**src/core/ffc_pkg.sv**
```systemverilog
// Package for the frame filter control block: register map, fields, resets, access modes
package ffc_pkg;

    // ---------------------------------------------------------------
    // Register offsets
    // ---------------------------------------------------------------
    localparam logic [6:0] FFC_OFF_FILT_CFG  = 7'h00; // frame_filter_config
    localparam logic [6:0] FFC_OFF_TYPE_CFG  = 7'h01; // frame_type_filter_config
    localparam logic [6:0] FFC_OFF_SRC_CTRL  = 7'h02; // source_match_control
    localparam logic [6:0] FFC_OFF_STATUS    = 7'h03; // filter status and mode bits
    localparam logic [6:0] FFC_OFF_GAIN      = 7'h54; // gain_control_override

    // ---------------------------------------------------------------
    // Reset values
    // ---------------------------------------------------------------
    localparam logic [7:0] FFC_RST_FILT_CFG  = 8'h0d;
    localparam logic [7:0] FFC_RST_TYPE_CFG  = 8'h78;
    localparam logic [7:0] FFC_RST_SRC_CTRL  = 8'h07;
    localparam logic [7:0] FFC_RST_STATUS    = 8'h80;
    localparam logic [7:0] FFC_RST_GAIN      = 8'h00;

    // ---------------------------------------------------------------
    // Field positions in frame_filter_config
    // ---------------------------------------------------------------
    localparam int FFC_FILT_EN_BIT      = 0;
    localparam int FFC_COORD_BIT        = 1;
    localparam int FFC_MAXVER_LSB       = 2;
    localparam int FFC_RSVMASK_LSB      = 4;
    localparam int FFC_CFG_RSV_BIT      = 7;

    // Fields in frame_type_filter_config
    localparam int FFC_MODFT_LSB        = 1;
    localparam int FFC_ACCEPT_FT0_BIT   = 3;
    localparam int FFC_ACCEPT_RSV_BIT   = 7;

    // Fields in source_match_control
    localparam int FFC_SRC_EN_BIT       = 0;
    localparam int FFC_AUTOPEND_BIT     = 1;
    localparam int FFC_DATAREQ_BIT      = 2;

    // Fields in the status register
    localparam int FFC_ST_ACCEPT_BIT    = 0;
    localparam int FFC_ST_DROP_BIT      = 4;
    localparam int FFC_ST_SEEN_BIT      = 5;

    // Fields in gain_control_override
    localparam int FFC_GAIN_OVR_BIT     = 7;
    localparam int FFC_GAIN_W           = 6;

    // Fields of the received frame control field
    localparam int FFC_FCF_TYPE_LSB     = 0;
    localparam int FFC_FCF_RSV_LSB      = 7;
    localparam int FFC_FCF_DMODE_LSB    = 10;
    localparam int FFC_FCF_VER_LSB      = 12;

    // Frame types
    localparam logic [2:0] FFC_FT_DATA  = 3'h1;
    localparam logic [2:0] FFC_FT_CMD   = 3'h3;

    // ---------------------------------------------------------------
    // Bit access modes
    // ---------------------------------------------------------------
    localparam logic [2:0] FFC_M_RW     = 3'h0; // read and write
    localparam logic [2:0] FFC_M_R0     = 3'h1; // read_const_zero
    localparam logic [2:0] FFC_M_R1     = 3'h2; // read_const_one
    localparam logic [2:0] FFC_M_W1     = 3'h3; // write_one_only
    localparam logic [2:0] FFC_M_W0     = 3'h4; // write_zero_only
    localparam logic [2:0] FFC_M_RO     = 3'h5; // hardware owned, read only

    localparam logic [23:0] FFC_MODES_RW = {8{FFC_M_RW}};
    localparam logic [23:0] FFC_MODES_STATUS = {FFC_M_R1, FFC_M_R0, FFC_M_W0, FFC_M_W1,
                                                FFC_M_R0, FFC_M_R0, FFC_M_R0, FFC_M_RO};
    localparam logic [23:0] FFC_MODES_GAIN = {FFC_M_RW, FFC_M_R0, {6{FFC_M_RW}}};

endpackage : ffc_pkg

```
**src/core/ffc_reg_bit.sv**
```systemverilog
// One register bit with a selectable software access mode
`timescale 1ns/1ns
module ffc_reg_bit #(
    parameter logic [2:0] MODE = 3'h0,
    parameter logic       RST  = 1'b0
) (
    input  wire logic clk_i,
    input  wire logic rst_n_i,
    input  wire logic wr_i,      // Software write strobe for this register
    input  wire logic wdata_i,   // Written bit
    input  wire logic hw_set_i,  // Hardware event that sets the bit
    input  wire logic hw_clr_i,  // Hardware event that clears the bit
    output logic      q_o,       // Stored value, used by the logic
    output logic      rd_o       // Value returned on a read
);
    import ffc_pkg::*;

    // ---------------------------------------------------------------
    // Storage
    // ---------------------------------------------------------------
    logic q;
    logic next_q;

    // Clear first, then software, then hardware set: a set from either
    // side is never lost to a clear landing in the same cycle
    always_comb begin
        next_q = hw_clr_i ? 1'b0 : q;
        case (MODE)
            FFC_M_RW: if (wr_i) next_q = wdata_i;
            FFC_M_W1: if (wr_i && wdata_i) next_q = 1'b1;
            FFC_M_W0: if (wr_i && !wdata_i) next_q = 1'b0;
            default:  ;
        endcase
        if (hw_set_i) next_q = 1'b1;
    end

    always_ff @(posedge clk_i or negedge rst_n_i) begin
        if (!rst_n_i) begin
            q <= RST;
        end else begin
            q <= next_q;
        end
    end

    assign q_o = q;

    // Constant modes answer from the mode, not from storage
    always_comb begin
        case (MODE)
            FFC_M_R0: rd_o = 1'b0;
            FFC_M_R1: rd_o = 1'b1;
            default:  rd_o = q;
        endcase
    end

endmodule : ffc_reg_bit

```
**src/core/ffc_filter.sv**
```systemverilog
// Frame filter control: configuration registers and per-frame accept decision
//
// Notes on behaviour
// - Constant, write-one-only, write-zero-only bits honoured
// - Effective-value bits read what logic uses
// - Reserved mask AND frame bits rejects
// - Frame version above maximum is rejected
// - Coordinator accepts frames without destination
// - Enable bit turns on full filtering
// - Decision combines both configs and addresses
// - Filter off: all frames pass unfiltered
`timescale 1ns/1ns
module ffc_filter #(
    parameter int AW = 7
) (
    input  wire logic          clk_i,
    input  wire logic          rst_n_i,
    // Register port
    input  wire logic [AW-1:0] addr_i,
    input  wire logic [7:0]    wdata_i,
    input  wire logic          wr_i,
    input  wire logic          rd_i,
    output logic      [7:0]    rdata_o,
    // Frame from the demodulator
    input  wire logic          fcf_valid_i,     // Frame control field present, one cycle
    input  wire logic [15:0]   fcf_i,
    input  wire logic          addr_match_i,    // Destination matches local address info
    input  wire logic          src_hit_i,       // Source found in an enabled pending entry
    input  wire logic          datareq_i,       // Frame is a data request command
    // Effective-value source
    input  wire logic [ffc_pkg::FFC_GAIN_W-1:0] auto_gain_i,
    // Results
    output logic               decision_o,      // One-cycle pulse, verdict valid
    output logic               accept_o,        // Frame goes to the receive buffer
    output logic               pend_o,          // Set pending bit in the acknowledgment
    output logic [ffc_pkg::FFC_GAIN_W-1:0] gain_eff_o
);
    import ffc_pkg::*;

    // ---------------------------------------------------------------
    // Register bits
    // ---------------------------------------------------------------
    logic [7:0] filt_cfg, filt_rd;
    logic [7:0] type_cfg, type_rd;
    logic [7:0] src_ctrl, src_rd;
    logic [7:0] status, status_rd;
    logic [7:0] gain, gain_rd;
    logic [7:0] st_set, st_clr;
    logic       wr_filt, wr_type, wr_src, wr_stat, wr_gain;

    assign wr_filt = wr_i && (addr_i == AW'(FFC_OFF_FILT_CFG));
    assign wr_type = wr_i && (addr_i == AW'(FFC_OFF_TYPE_CFG));
    assign wr_src  = wr_i && (addr_i == AW'(FFC_OFF_SRC_CTRL));
    assign wr_stat = wr_i && (addr_i == AW'(FFC_OFF_STATUS));
    assign wr_gain = wr_i && (addr_i == AW'(FFC_OFF_GAIN));

    for (genvar i = 0; i < 8; i++) begin : g_bits
        // bit seven stored plainly, host keeps it zero
        ffc_reg_bit #(.MODE(FFC_MODES_RW[3*i +: 3]), .RST(FFC_RST_FILT_CFG[i])) u_filt (
            .clk_i    (clk_i),
            .rst_n_i  (rst_n_i),
            .wr_i     (wr_filt),
            .wdata_i  (wdata_i[i]),
            .hw_set_i (1'b0),
            .hw_clr_i (1'b0),
            .q_o      (filt_cfg[i]),
            .rd_o     (filt_rd[i])
        );
        ffc_reg_bit #(.MODE(FFC_MODES_RW[3*i +: 3]), .RST(FFC_RST_TYPE_CFG[i])) u_type (
            .clk_i    (clk_i),
            .rst_n_i  (rst_n_i),
            .wr_i     (wr_type),
            .wdata_i  (wdata_i[i]),
            .hw_set_i (1'b0),
            .hw_clr_i (1'b0),
            .q_o      (type_cfg[i]),
            .rd_o     (type_rd[i])
        );
        ffc_reg_bit #(.MODE(FFC_MODES_RW[3*i +: 3]), .RST(FFC_RST_SRC_CTRL[i])) u_src (
            .clk_i    (clk_i),
            .rst_n_i  (rst_n_i),
            .wr_i     (wr_src),
            .wdata_i  (wdata_i[i]),
            .hw_set_i (1'b0),
            .hw_clr_i (1'b0),
            .q_o      (src_ctrl[i]),
            .rd_o     (src_rd[i])
        );
        ffc_reg_bit #(.MODE(FFC_MODES_STATUS[3*i +: 3]), .RST(FFC_RST_STATUS[i])) u_stat (
            .clk_i    (clk_i),
            .rst_n_i  (rst_n_i),
            .wr_i     (wr_stat),
            .wdata_i  (wdata_i[i]),
            .hw_set_i (st_set[i]),
            .hw_clr_i (st_clr[i]),
            .q_o      (status[i]),
            .rd_o     (status_rd[i])
        );
        ffc_reg_bit #(.MODE(FFC_MODES_GAIN[3*i +: 3]), .RST(FFC_RST_GAIN[i])) u_gain (
            .clk_i    (clk_i),
            .rst_n_i  (rst_n_i),
            .wr_i     (wr_gain),
            .wdata_i  (wdata_i[i]),
            .hw_set_i (1'b0),
            .hw_clr_i (1'b0),
            .q_o      (gain[i]),
            .rd_o     (gain_rd[i])
        );
    end

    // ---------------------------------------------------------------
    // Configuration fields
    // ---------------------------------------------------------------
    logic       filt_en, coord;
    logic [1:0] max_ver, mod_ft;
    logic [2:0] rsv_mask;

    assign filt_en  = filt_cfg[FFC_FILT_EN_BIT];
    assign coord    = filt_cfg[FFC_COORD_BIT];
    assign max_ver  = filt_cfg[FFC_MAXVER_LSB +: 2];
    assign rsv_mask = filt_cfg[FFC_RSVMASK_LSB +: 3];
    assign mod_ft   = type_cfg[FFC_MODFT_LSB +: 2];

    // ---------------------------------------------------------------
    // Frame evaluation
    // ---------------------------------------------------------------
    logic [2:0] ft;
    logic [1:0] dmode;
    logic       ft_ok, rsv_bad, ver_bad, dest_ok, drop_now;
    logic       next_accept, next_pend;

    // Frame type is altered for the check only, the stored frame is untouched
    always_comb begin
        ft = fcf_i[FFC_FCF_TYPE_LSB +: 3];
        case (mod_ft)
            2'h1:    ft[2] = ~ft[2];
            2'h2:    ft[2] = 1'b0;
            2'h3:    ft[2] = 1'b1;
            default: ft[2] = ft[2];
        endcase
    end

    // frame type acceptance from the second config
    assign ft_ok = ft[2] ? type_cfg[FFC_ACCEPT_RSV_BIT]
                         : type_cfg[FFC_ACCEPT_FT0_BIT + int'(ft[1:0])];
    assign rsv_bad = |(rsv_mask & fcf_i[FFC_FCF_RSV_LSB +: 3]);
    assign ver_bad = fcf_i[FFC_FCF_VER_LSB +: 2] > max_ver;

    // missing destination on data or command frames only acceptable at a coordinator
    assign dmode = fcf_i[FFC_FCF_DMODE_LSB +: 2];
    always_comb begin
        if (dmode != 2'h0) begin
            dest_ok = addr_match_i;
        end else if (ft == FFC_FT_DATA || ft == FFC_FT_CMD) begin
            dest_ok = coord;
        end else begin
            dest_ok = 1'b1;
        end
    end

    // Software may arm a one-shot drop of the next filtered frame
    assign drop_now = fcf_valid_i && filt_en && status[FFC_ST_DROP_BIT];

    // disabled filter passes everything, source bits ignored
    always_comb begin
        if (filt_en) begin
            next_accept = ft_ok && !rsv_bad && !ver_bad && dest_ok
                          && !status[FFC_ST_DROP_BIT];
            next_pend   = src_ctrl[FFC_SRC_EN_BIT] && src_ctrl[FFC_AUTOPEND_BIT]
                          && (!src_ctrl[FFC_DATAREQ_BIT] || datareq_i) && src_hit_i;
        end else begin
            next_accept = 1'b1;
            next_pend   = 1'b0;
        end
    end

    // one registered verdict per frame control field
    always_ff @(posedge clk_i or negedge rst_n_i) begin
        if (!rst_n_i) begin
            decision_o <= 1'b0;
            accept_o   <= 1'b0;
            pend_o     <= 1'b0;
        end else begin
            decision_o <= fcf_valid_i;
            if (fcf_valid_i) begin
                accept_o <= next_accept;
                pend_o   <= next_pend && next_accept;
            end
        end
    end

    // Status: last verdict, sticky reject flag, one-shot drop consumed
    always_comb begin
        st_set = 8'h00;
        st_clr = 8'h00;
        st_set[FFC_ST_ACCEPT_BIT] = fcf_valid_i && next_accept;
        st_clr[FFC_ST_ACCEPT_BIT] = fcf_valid_i && !next_accept;
        st_set[FFC_ST_SEEN_BIT]   = fcf_valid_i && !next_accept;
        st_clr[FFC_ST_DROP_BIT]   = drop_now;
    end

    // ---------------------------------------------------------------
    // Effective gain value
    // ---------------------------------------------------------------
    logic [FFC_GAIN_W-1:0] next_gain_eff;

    // override picks the manual value, otherwise the generated one
    assign next_gain_eff = gain[FFC_GAIN_OVR_BIT] ? gain[FFC_GAIN_W-1:0] : auto_gain_i;

    always_ff @(posedge clk_i or negedge rst_n_i) begin
        if (!rst_n_i) begin
            gain_eff_o <= '0;
        end else begin
            gain_eff_o <= next_gain_eff;
        end
    end

    // ---------------------------------------------------------------
    // Read port
    // ---------------------------------------------------------------
    // Unmapped offsets read zero; read data stands one cycle after the strobe
    always_ff @(posedge clk_i or negedge rst_n_i) begin
        if (!rst_n_i) begin
            rdata_o <= 8'h00;
        end else if (rd_i) begin
            case (addr_i)
                AW'(FFC_OFF_FILT_CFG): rdata_o <= filt_rd;
                AW'(FFC_OFF_TYPE_CFG): rdata_o <= type_rd;
                AW'(FFC_OFF_SRC_CTRL): rdata_o <= src_rd;
                AW'(FFC_OFF_STATUS):   rdata_o <= status_rd;
                // effective value, not the stored manual field
                AW'(FFC_OFF_GAIN):     rdata_o <= {gain_rd[7:FFC_GAIN_W], next_gain_eff};
                default:               rdata_o <= 8'h00;
            endcase
        end else begin
            rdata_o <= 8'h00;
        end
    end

endmodule : ffc_filter

```
**config.mk**
```make
export PLATFORM = sky130hd
export DESIGN_NAME = ffc_filter
export DESIGN_NICKNAME = d
export VERILOG_FILES = /design/src/core/ffc_pkg.sv /design/src/core/ffc_reg_bit.sv /design/src/core/ffc_filter.sv
export SDC_FILE = /design/constraint.sdc
export NUM_CORES = 1
export LEC_CHECK = 0
export ABC_AREA = 1
export BUFFER_PORTS_ARGS = -buffer_cell sky130_fd_sc_hd__buf_2
export CAP_MARGIN = 5
export CORE_MARGIN = 2
export CORE_UTILIZATION = 48
export CTS_BUF_LIST = sky130_fd_sc_hd__clkbuf_16
export CTS_CLUSTER_DIAMETER = 50
export CTS_CLUSTER_SIZE = 30
export DETAILED_ROUTE_END_ITERATION = 6
export GPL_TIMING_DRIVEN = 0
export PLACE_DENSITY = 0.81
export RECOVER_POWER = 25
export SYNTH_ARGS = -nofsm -noshare
export SYNTH_HDL_FRONTEND = slang
export SYNTH_SLANG_ARGS = --single-unit
```
**constraint.sdc**
```tcl
create_clock -name clk_i -period 1.4 [get_ports clk_i]
set_input_delay 0.42 -clock clk_i [delete_from_list [all_inputs] [get_ports clk_i]]
set_output_delay 0.42 -clock clk_i [all_outputs]
set_load 0.05 [all_outputs]
```
==> impl_metrics.toml, run 1 <==
[placement]
place_ws_ns = -0.4113
hpwl_um = 4364
dp.cells = 434
placed_area_um2 = 2925
portBuffers = 55
gp_congestion = 0.8794

[setup_path]
critPathCaptureType = "flop"
crit_path_max_fanout = 4
worstPathRequired_ns = 1.58
reg2reg_slack_ns = -0.14
crit_arrival_ns = 1.72
r2r_start = "g_bits[3].u_filt.q_o$_DFFE_PN1P_"
reg2regPathDepth = 10
path_class = "flop to flop"
start_kind = "flop"
reg2reg_to = "g_bits[5].u_stat.q_o$_DFFE_PN0P_"

[logic_synthesis]
syn_avg_cell_area_um2 = 8.196
synth-seq-cells = 51
synth_compound_area_frac = 0.1067
syn_area_um2 = 2532
synth-simple-area-share = 0.2717
synth_cell_types = 26
synthAdderAreaFrac = 0.02470
synthMuxAreaShare = 0
synthCells = 309
yosys_warnings = 0
yosys.area_share.xor_xnor = 0.003458
synth_fp_nets = 359
yosysSeqAreaShare = 0.5089
synth_top_family_by_area = "simple AND/OR/NAND/NOR gates"

[routing]
detail_route.first_pass.iterations = 4
wl_per_cell_um = 14.41
via_count = 2400
vias_per_cell = 5.217
wirelength_um = 6627
drc = 0
drtIter0Drc = 254
detail-route-antenna-nets = 0

[finish]
final_common_cell = "nand2_1"
diodes = 0
final_cell_mix = "nand2_1 (85), buf_2 (52), dfrtp_1 (41)"
utilization = 0.6534
area_growth_pct = 31.77
fin_cells = 460
fin_area_um2 = 3337
nNetsFinal = 439
layout-drive-gt1-share = 0.3333

[flow_run]
max_cap_viol_count = 0

[timing]
worst_pin_slew_ns = 1.233
setup_slack_ns = -0.1379
period_needed_ns = 1.538
slew-limit-headroom = 0.1778
fmax_ghz = 0.6502
slew_violations = 0
finClkSkew_ns = 0.005099
fin_crit_sh = 1.099
setup_violations = 8
rsz0062_at_grt = "yes"
finalHoldViolCount = 0

[floorplanning]
rows = 26
dieArea_um2 = 5873
die_h_um = 76.64
io_pins = 62
dieWidth_um = 76.64
start_util = 0.4958
core-area_um2 = 5107

[clock_network]
ctsHoldBuffers = 0
cts_tree = "built"
clock_sinks = 51
cts_inserted_buffers = 5
path_clk_slew_ns = 0.06
cts_max_path_buffers = 2
htreeDepth = 2
clockRootBuffer = "clkbuf_16"
clkLatencyLatePin_ns = 0.29

[outcome]
outcome = "finished, violations left"
violations = "setup timing"

[global_routing]
antenna_found_initial = 0
grt_max_degree = 52
grt_usage = 0.2186
grt_overflow = 0
grt_pass1_wl_um = 10070
first_global_vias = 2147

[power]
vdd_ir_drop_max_v = 0.0005573
p_leak_uw = 0.001675
power.density_nw_per_um2 = 1128

[hold_path]
holdPathStages = 1
min_to = "decision_o$_DFF_PN0_"
timing.hold.worst.start = "fcf_valid_i"
hp-class = "input port to flop"
-- state kept, by name, indices dropped and copies added, names as in the netlist --
register / cells
pend_o: 1
decision_o: 1
g_bits.u_type.q_o: 8
g_bits.u_filt.q_o: 8
g_bits.u_gain.q_o: 7
rdata_o: 8
g_bits.u_stat.q_o: 3
accept_o: 1
g_bits.u_src.q_o: 8
gain_eff_o: 6
-- worst max path at each step --
stage	from	endpoint	slack, ns	depth (start not counted)
CTS	g_bits[3].u_filt.q_o$_DFFE_PN1P_	g_bits[5].u_stat.q_o$_DFFE_PN0P_	-0.14	10
detailed placement	fcf_i[0]	pend_o$_DFFE_PN0P_	-0.41	11
finish	g_bits[3].u_filt.q_o$_DFFE_PN1P_	g_bits[5].u_stat.q_o$_DFFE_PN0P_	-0.14	10
global route	g_bits[3].u_filt.q_o$_DFFE_PN1P_	g_bits[5].u_stat.q_o$_DFFE_PN0P_	-0.22	10
floorplan	g_bits[3].u_filt.q_o$_DFFE_PN1P_	g_bits[5].u_stat.q_o$_DFFE_PN0P_	-0.04	10
global placement	fcf_i[0]	pend_o$_DFFE_PN0P_	-0.38	11
-- per-stage QoR --
stage	setup TNS [ns]	power [uW]	hold WS (ns)
floorplan	-0.07663	2151	0.1244
global placement	-9.102	2377	0.4641
detailed placement	-9.995	2397	0.4799
CTS	-0.5042	3732	0.2926
global route	-2.040	3914	0.2989
finish	-0.5505	3763	0.2966
-- final cells by class --
cell class | instances | area, um^2
buffer | 5 | 56.30
fill | 396 | 1770
timing repair buffer | 73 | 475.5
clock inverter | 3 | 38.79
inverter | 45 | 168.9
multi-input combinational | 208 | 1096
tap | 70 | 87.58
sequential | 51 | 1289
clock buffer | 5 | 125.1
-- power by group --
part           switching (uW)  total, uW  internal [uW]  leakage (uW)
Clock                     512       1340            833     0.0000812
Combinational             474        682            208      0.000989
Sequential               91.4       1740           1640      0.000605
Total                    1080       3760           2690       0.00167
-- Yosys cell counts --
| cell type | n | area share |
|---|---|---|
| nor3_1 | 2 | 0.0040 |
| nand3_1 | 21 | 0.042 |
| o21ai_0 | 19 | 0.038 |
| nand4_1 | 2 | 0.0049 |
| o211ai_1 | 1 | 0.0030 |
| o21ai_2 | 8 | 0.028 |
| clkbuf_1 | 1 | 0.0015 |
| inv_1 | 43 | 0.064 |
| dfrtp_1 | 41 | 0.41 |
| a21oi_1 | 2 | 0.0040 |
| o21bai_1 | 1 | 0.0030 |
| nand3b_1 | 1 | 0.0030 |
| nor2_1 | 28 | 0.042 |
| nor3_2 | 1 | 0.0040 |
| nor2_4 | 4 | 0.018 |
| nand2_4 | 2 | 0.0089 |
| buf_4 | 1 | 0.0030 |
| dfstp_2 | 10 | 0.10 |
| nand2_1 | 91 | 0.13 |
| ha_1 | 5 | 0.025 |
| inv_2 | 2 | 0.0030 |
| buf_6 | 3 | 0.013 |
| o21ai_1 | 16 | 0.032 |
| nand2_2 | 2 | 0.0049 |
| xor2_1 | 1 | 0.0035 |
| nor3_4 | 1 | 0.0064 |
-- layer usage --
metal | global-route usage | share of wire
met5 | 0 | 0
met4 | 0.1000 | 0.035
met3 | 0.04265 | 0.075
met2 | 0.3496 | 0.49
met1 | 0.2887 | 0.40
-- cell families after synthesis --
kind of cell             count (synthesis)
AND/OR/NAND/NOR                        155
buffers and inverters                   50
flip-flops                              51
AO/OA/AOI/OAI                           47
XOR/XNOR                                 1
adder cells (fa/ha/maj)                  5
-- critical path: stages, from the launching register on --
cell and delay [ns]:
dfstp_2 0.55, inv_2 0.05, ha_4 0.21, inv_2 0.04
nor2_1 0.03, o21ai_1 0.12, nand3b_1 0.10, nor2_2 0.10
nand2_2 0.11, nand2_1 0.08, nand2_1 0.05
-- timing repair --
| item | CTS | global route |
|---|---|---|
| pin swaps | 7 | 8 |
| setup endpoints to repair | 7 | 37 |
| hold endpoints to repair | 0 | 0 |
| buffers inserted | 1 | 15 |
| cloned | 0 | 2 |
| resized for setup | 3 | 19 |
(Power assumes the default switching activity.)
==> run 2, diff against run 1 <==
Settings changed: CORE_UTILIZATION 48 to 35, PLACE_DENSITY 0.81 to 0.63, SLEW_MARGIN from default to 20.
==> run 2 against run 1 <==
Compared with the run above:
- the flow still finishes with violations (setup timing)
- worst hold slack better by 0.036 ns
- routed wire length down 10%
- final area down 4.8%
- die area up 35%
- register-to-register slack about the same
- via count down 10%
- sequential cell count unchanged
- non-clock buffer count down 10
- worst setup slack better by 0.014 ns
- sequential power about the same
- clock power down 13%
- critical path type unchanged
- largest power group unchanged
==> impl_metrics.toml, run 2 (same netlist as run 1, synthesis figures left out) <==
[floorplanning]
die_h_um = 89.06
core-area_um2 = 7137
dieArea_um2 = 7932
dieWidth_um = 89.06
io_pins = 62
rows = 31
start_util = 0.3548

[placement]
hpwl_um = 4624
portBuffers = 55
gp_congestion = 0.7990

[finish]
final_common_cell = "nand2_1"
final_cell_mix = "nand2_1 (88), buf_2 (54), dfrtp_1 (41)"
area_growth_pct = 25.40
layout-drive-gt1-share = 0.3000
diodes = 0
nNetsFinal = 429
utilization = 0.4450

[setup_path]
critPathCaptureType = "flop"
crit_arrival_ns = 1.70
path_class = "flop to flop"
cp_slowest_stage_delay_ns = 0.55
worstPathRequired_ns = 1.58
start_kind = "flop"
cpMaxStageDelayCell = "dfstp_2"
path_cells = "inv_2 -> ha_4 -> inv_2 -> nor2_1 -> o21ai_1 -> nand3b_1 -> nor2_2 -> nand2_2 -> nand2_1 -> nand2_1"
crit_path_max_fanout = 4

[timing]
worst_pin_slew_ns = 1.243
fin_crit_sh = 1.088
setup_slack_ns = -0.1238
slew-limit-headroom = 0.1716
setup_violations = 4
rsz0062_at_grt = "yes"
fmax_ghz = 0.6563
slew_violations = 0
tns_ns = -0.4170
whs_ns = 0.3329
period_needed_ns = 1.524
finClkSkew_ns = 0.005256
finalHoldViolCount = 0

[routing]
via_count = 2160
wl_per_cell_um = 12.44
detail_route.first_pass.iterations = 4
drc = 0
detail-route-antenna-nets = 0
wirelength_um = 5961
drtIter0Drc = 99
vias_per_cell = 4.509

[clock_network]
path_clk_slew_ns = 0.07
clkLatencyLatePin_ns = 0.29
cts_max_path_buffers = 2
cts_inserted_buffers = 5
cts_tree = "built"
ctsHoldBuffers = 0
htreeDepth = 2
clock_sinks = 51
clockRootBuffer = "clkbuf_16"

[power]
vdd_ir_drop_max_v = 0.0004726
p_leak_uw = 0.001577
power.density_nw_per_um2 = 1114
power_uw = 3537

[hold_path]
hp-class = "input port to flop"

[flow_run]
max_cap_viol_count = 0

[global_routing]
global_route.usage.met2 = 0.2571
antenna_found_initial = 0
grt_max_degree = 52
first_global_vias = 1962
met1_usage = 0.2218
grt_overflow = 0
busiest_layer = "met2"
grt_use_met3 = 0.02770
grt_pass1_wl_um = 9459
grt_usage = 0.1610

[outcome]
violations = "setup timing"
outcome = "finished, violations left"
run 2: changes by cell type in the layout (fill, tap and decap cells not counted), moves of 2 or more:
cell       delta
clkbuf_16     -2
buf_8         -3
buf_4         -5
nand2_1       +3
nand2_2       -2
buf_2         +2
run 2: through the flow:
| stage | cells | cell area, um^2 | worst slack (ns) |
|---|---|---|---|
| floorplan | 309 | 2562 | -0.03714 |
| global placement | 463 | 2962 | -0.4123 |
| detailed placement | 463 | 2964 | -0.4271 |
| CTS | 477 | 3153 | -0.1501 |
| global route | 479 | 3176 | -0.2502 |
| finish | 479 | 3176 | -0.1238 |
run 2: what timing repair did:
item | CTS | global route
gates cloned | 0 | 0
endpoints found under the setup margin | 11 | 20
buffers inserted | 6 | 2
gates resized for setup | 3 | 6
pin swaps | 8 | 3
run 2: cell type report:
cell class                 instances  area, um^2
sequential                        51        1289
clock buffer                       5       125.1
timing repair buffer              63       334.1
multi-input combinational        208        1067
clock inverter                     3       15.01
fill                             741        3961
buffer                             5       50.05
tap                               99       123.9
inverter                          45       171.4
run 2: where the power goes:
part	switching, uW	internal, uW	total (uW)
logic	455	198	653
registers	80.8	1640	1730
clock network	508	650	1160
total	1040	2490	3540
run 2: per-layer routing:
metal	up-vias	routed length, um
met2	59	2799
met1	988	2811
met3	4	274
met4	0	74
met5	-	0
li1	1109	-
run 2: worst paths after layout:
path | endpoint | slack (ns) | start | cells past startpoint
worst max register to register | g_bits[5].u_stat.q_o$_DFFE_PN0P_ | -0.12 | g_bits[3].u_filt.q_o$_DFFE_PN1P_ | 10
max in group asynchronous | accept_o$_DFFE_PN0P_ | 0.25 | rst_n_i | 1
min in group asynchronous | g_bits[1].u_gain.q_o$_DFFE_PN0P_ | 0.39 | rst_n_i | 1
worst max-delay path | g_bits[5].u_stat.q_o$_DFFE_PN0P_ | -0.12 | g_bits[3].u_filt.q_o$_DFFE_PN1P_ | 10
worst min register to register | g_bits[2].u_src.q_o$_DFFE_PN1P_ | 0.49 | g_bits[2].u_src.q_o$_DFFE_PN1P_ | 2
worst min-delay path | decision_o$_DFF_PN0_ | 0.33 | fcf_valid_i | 1
run 2: critical path: cells and delay by family, from the launching register on:
| family | cells | cell delay [ns] |
|---|---|---|
| flip-flops | 1 | 0.55 |
| AND/OR/NAND/NOR | 6 | 0.48 |
| adder cells (fa/ha/maj) | 1 | 0.21 |
| AO/OA/AOI/OAI | 1 | 0.11 |
| buffers and inverters | 2 | 0.08 |
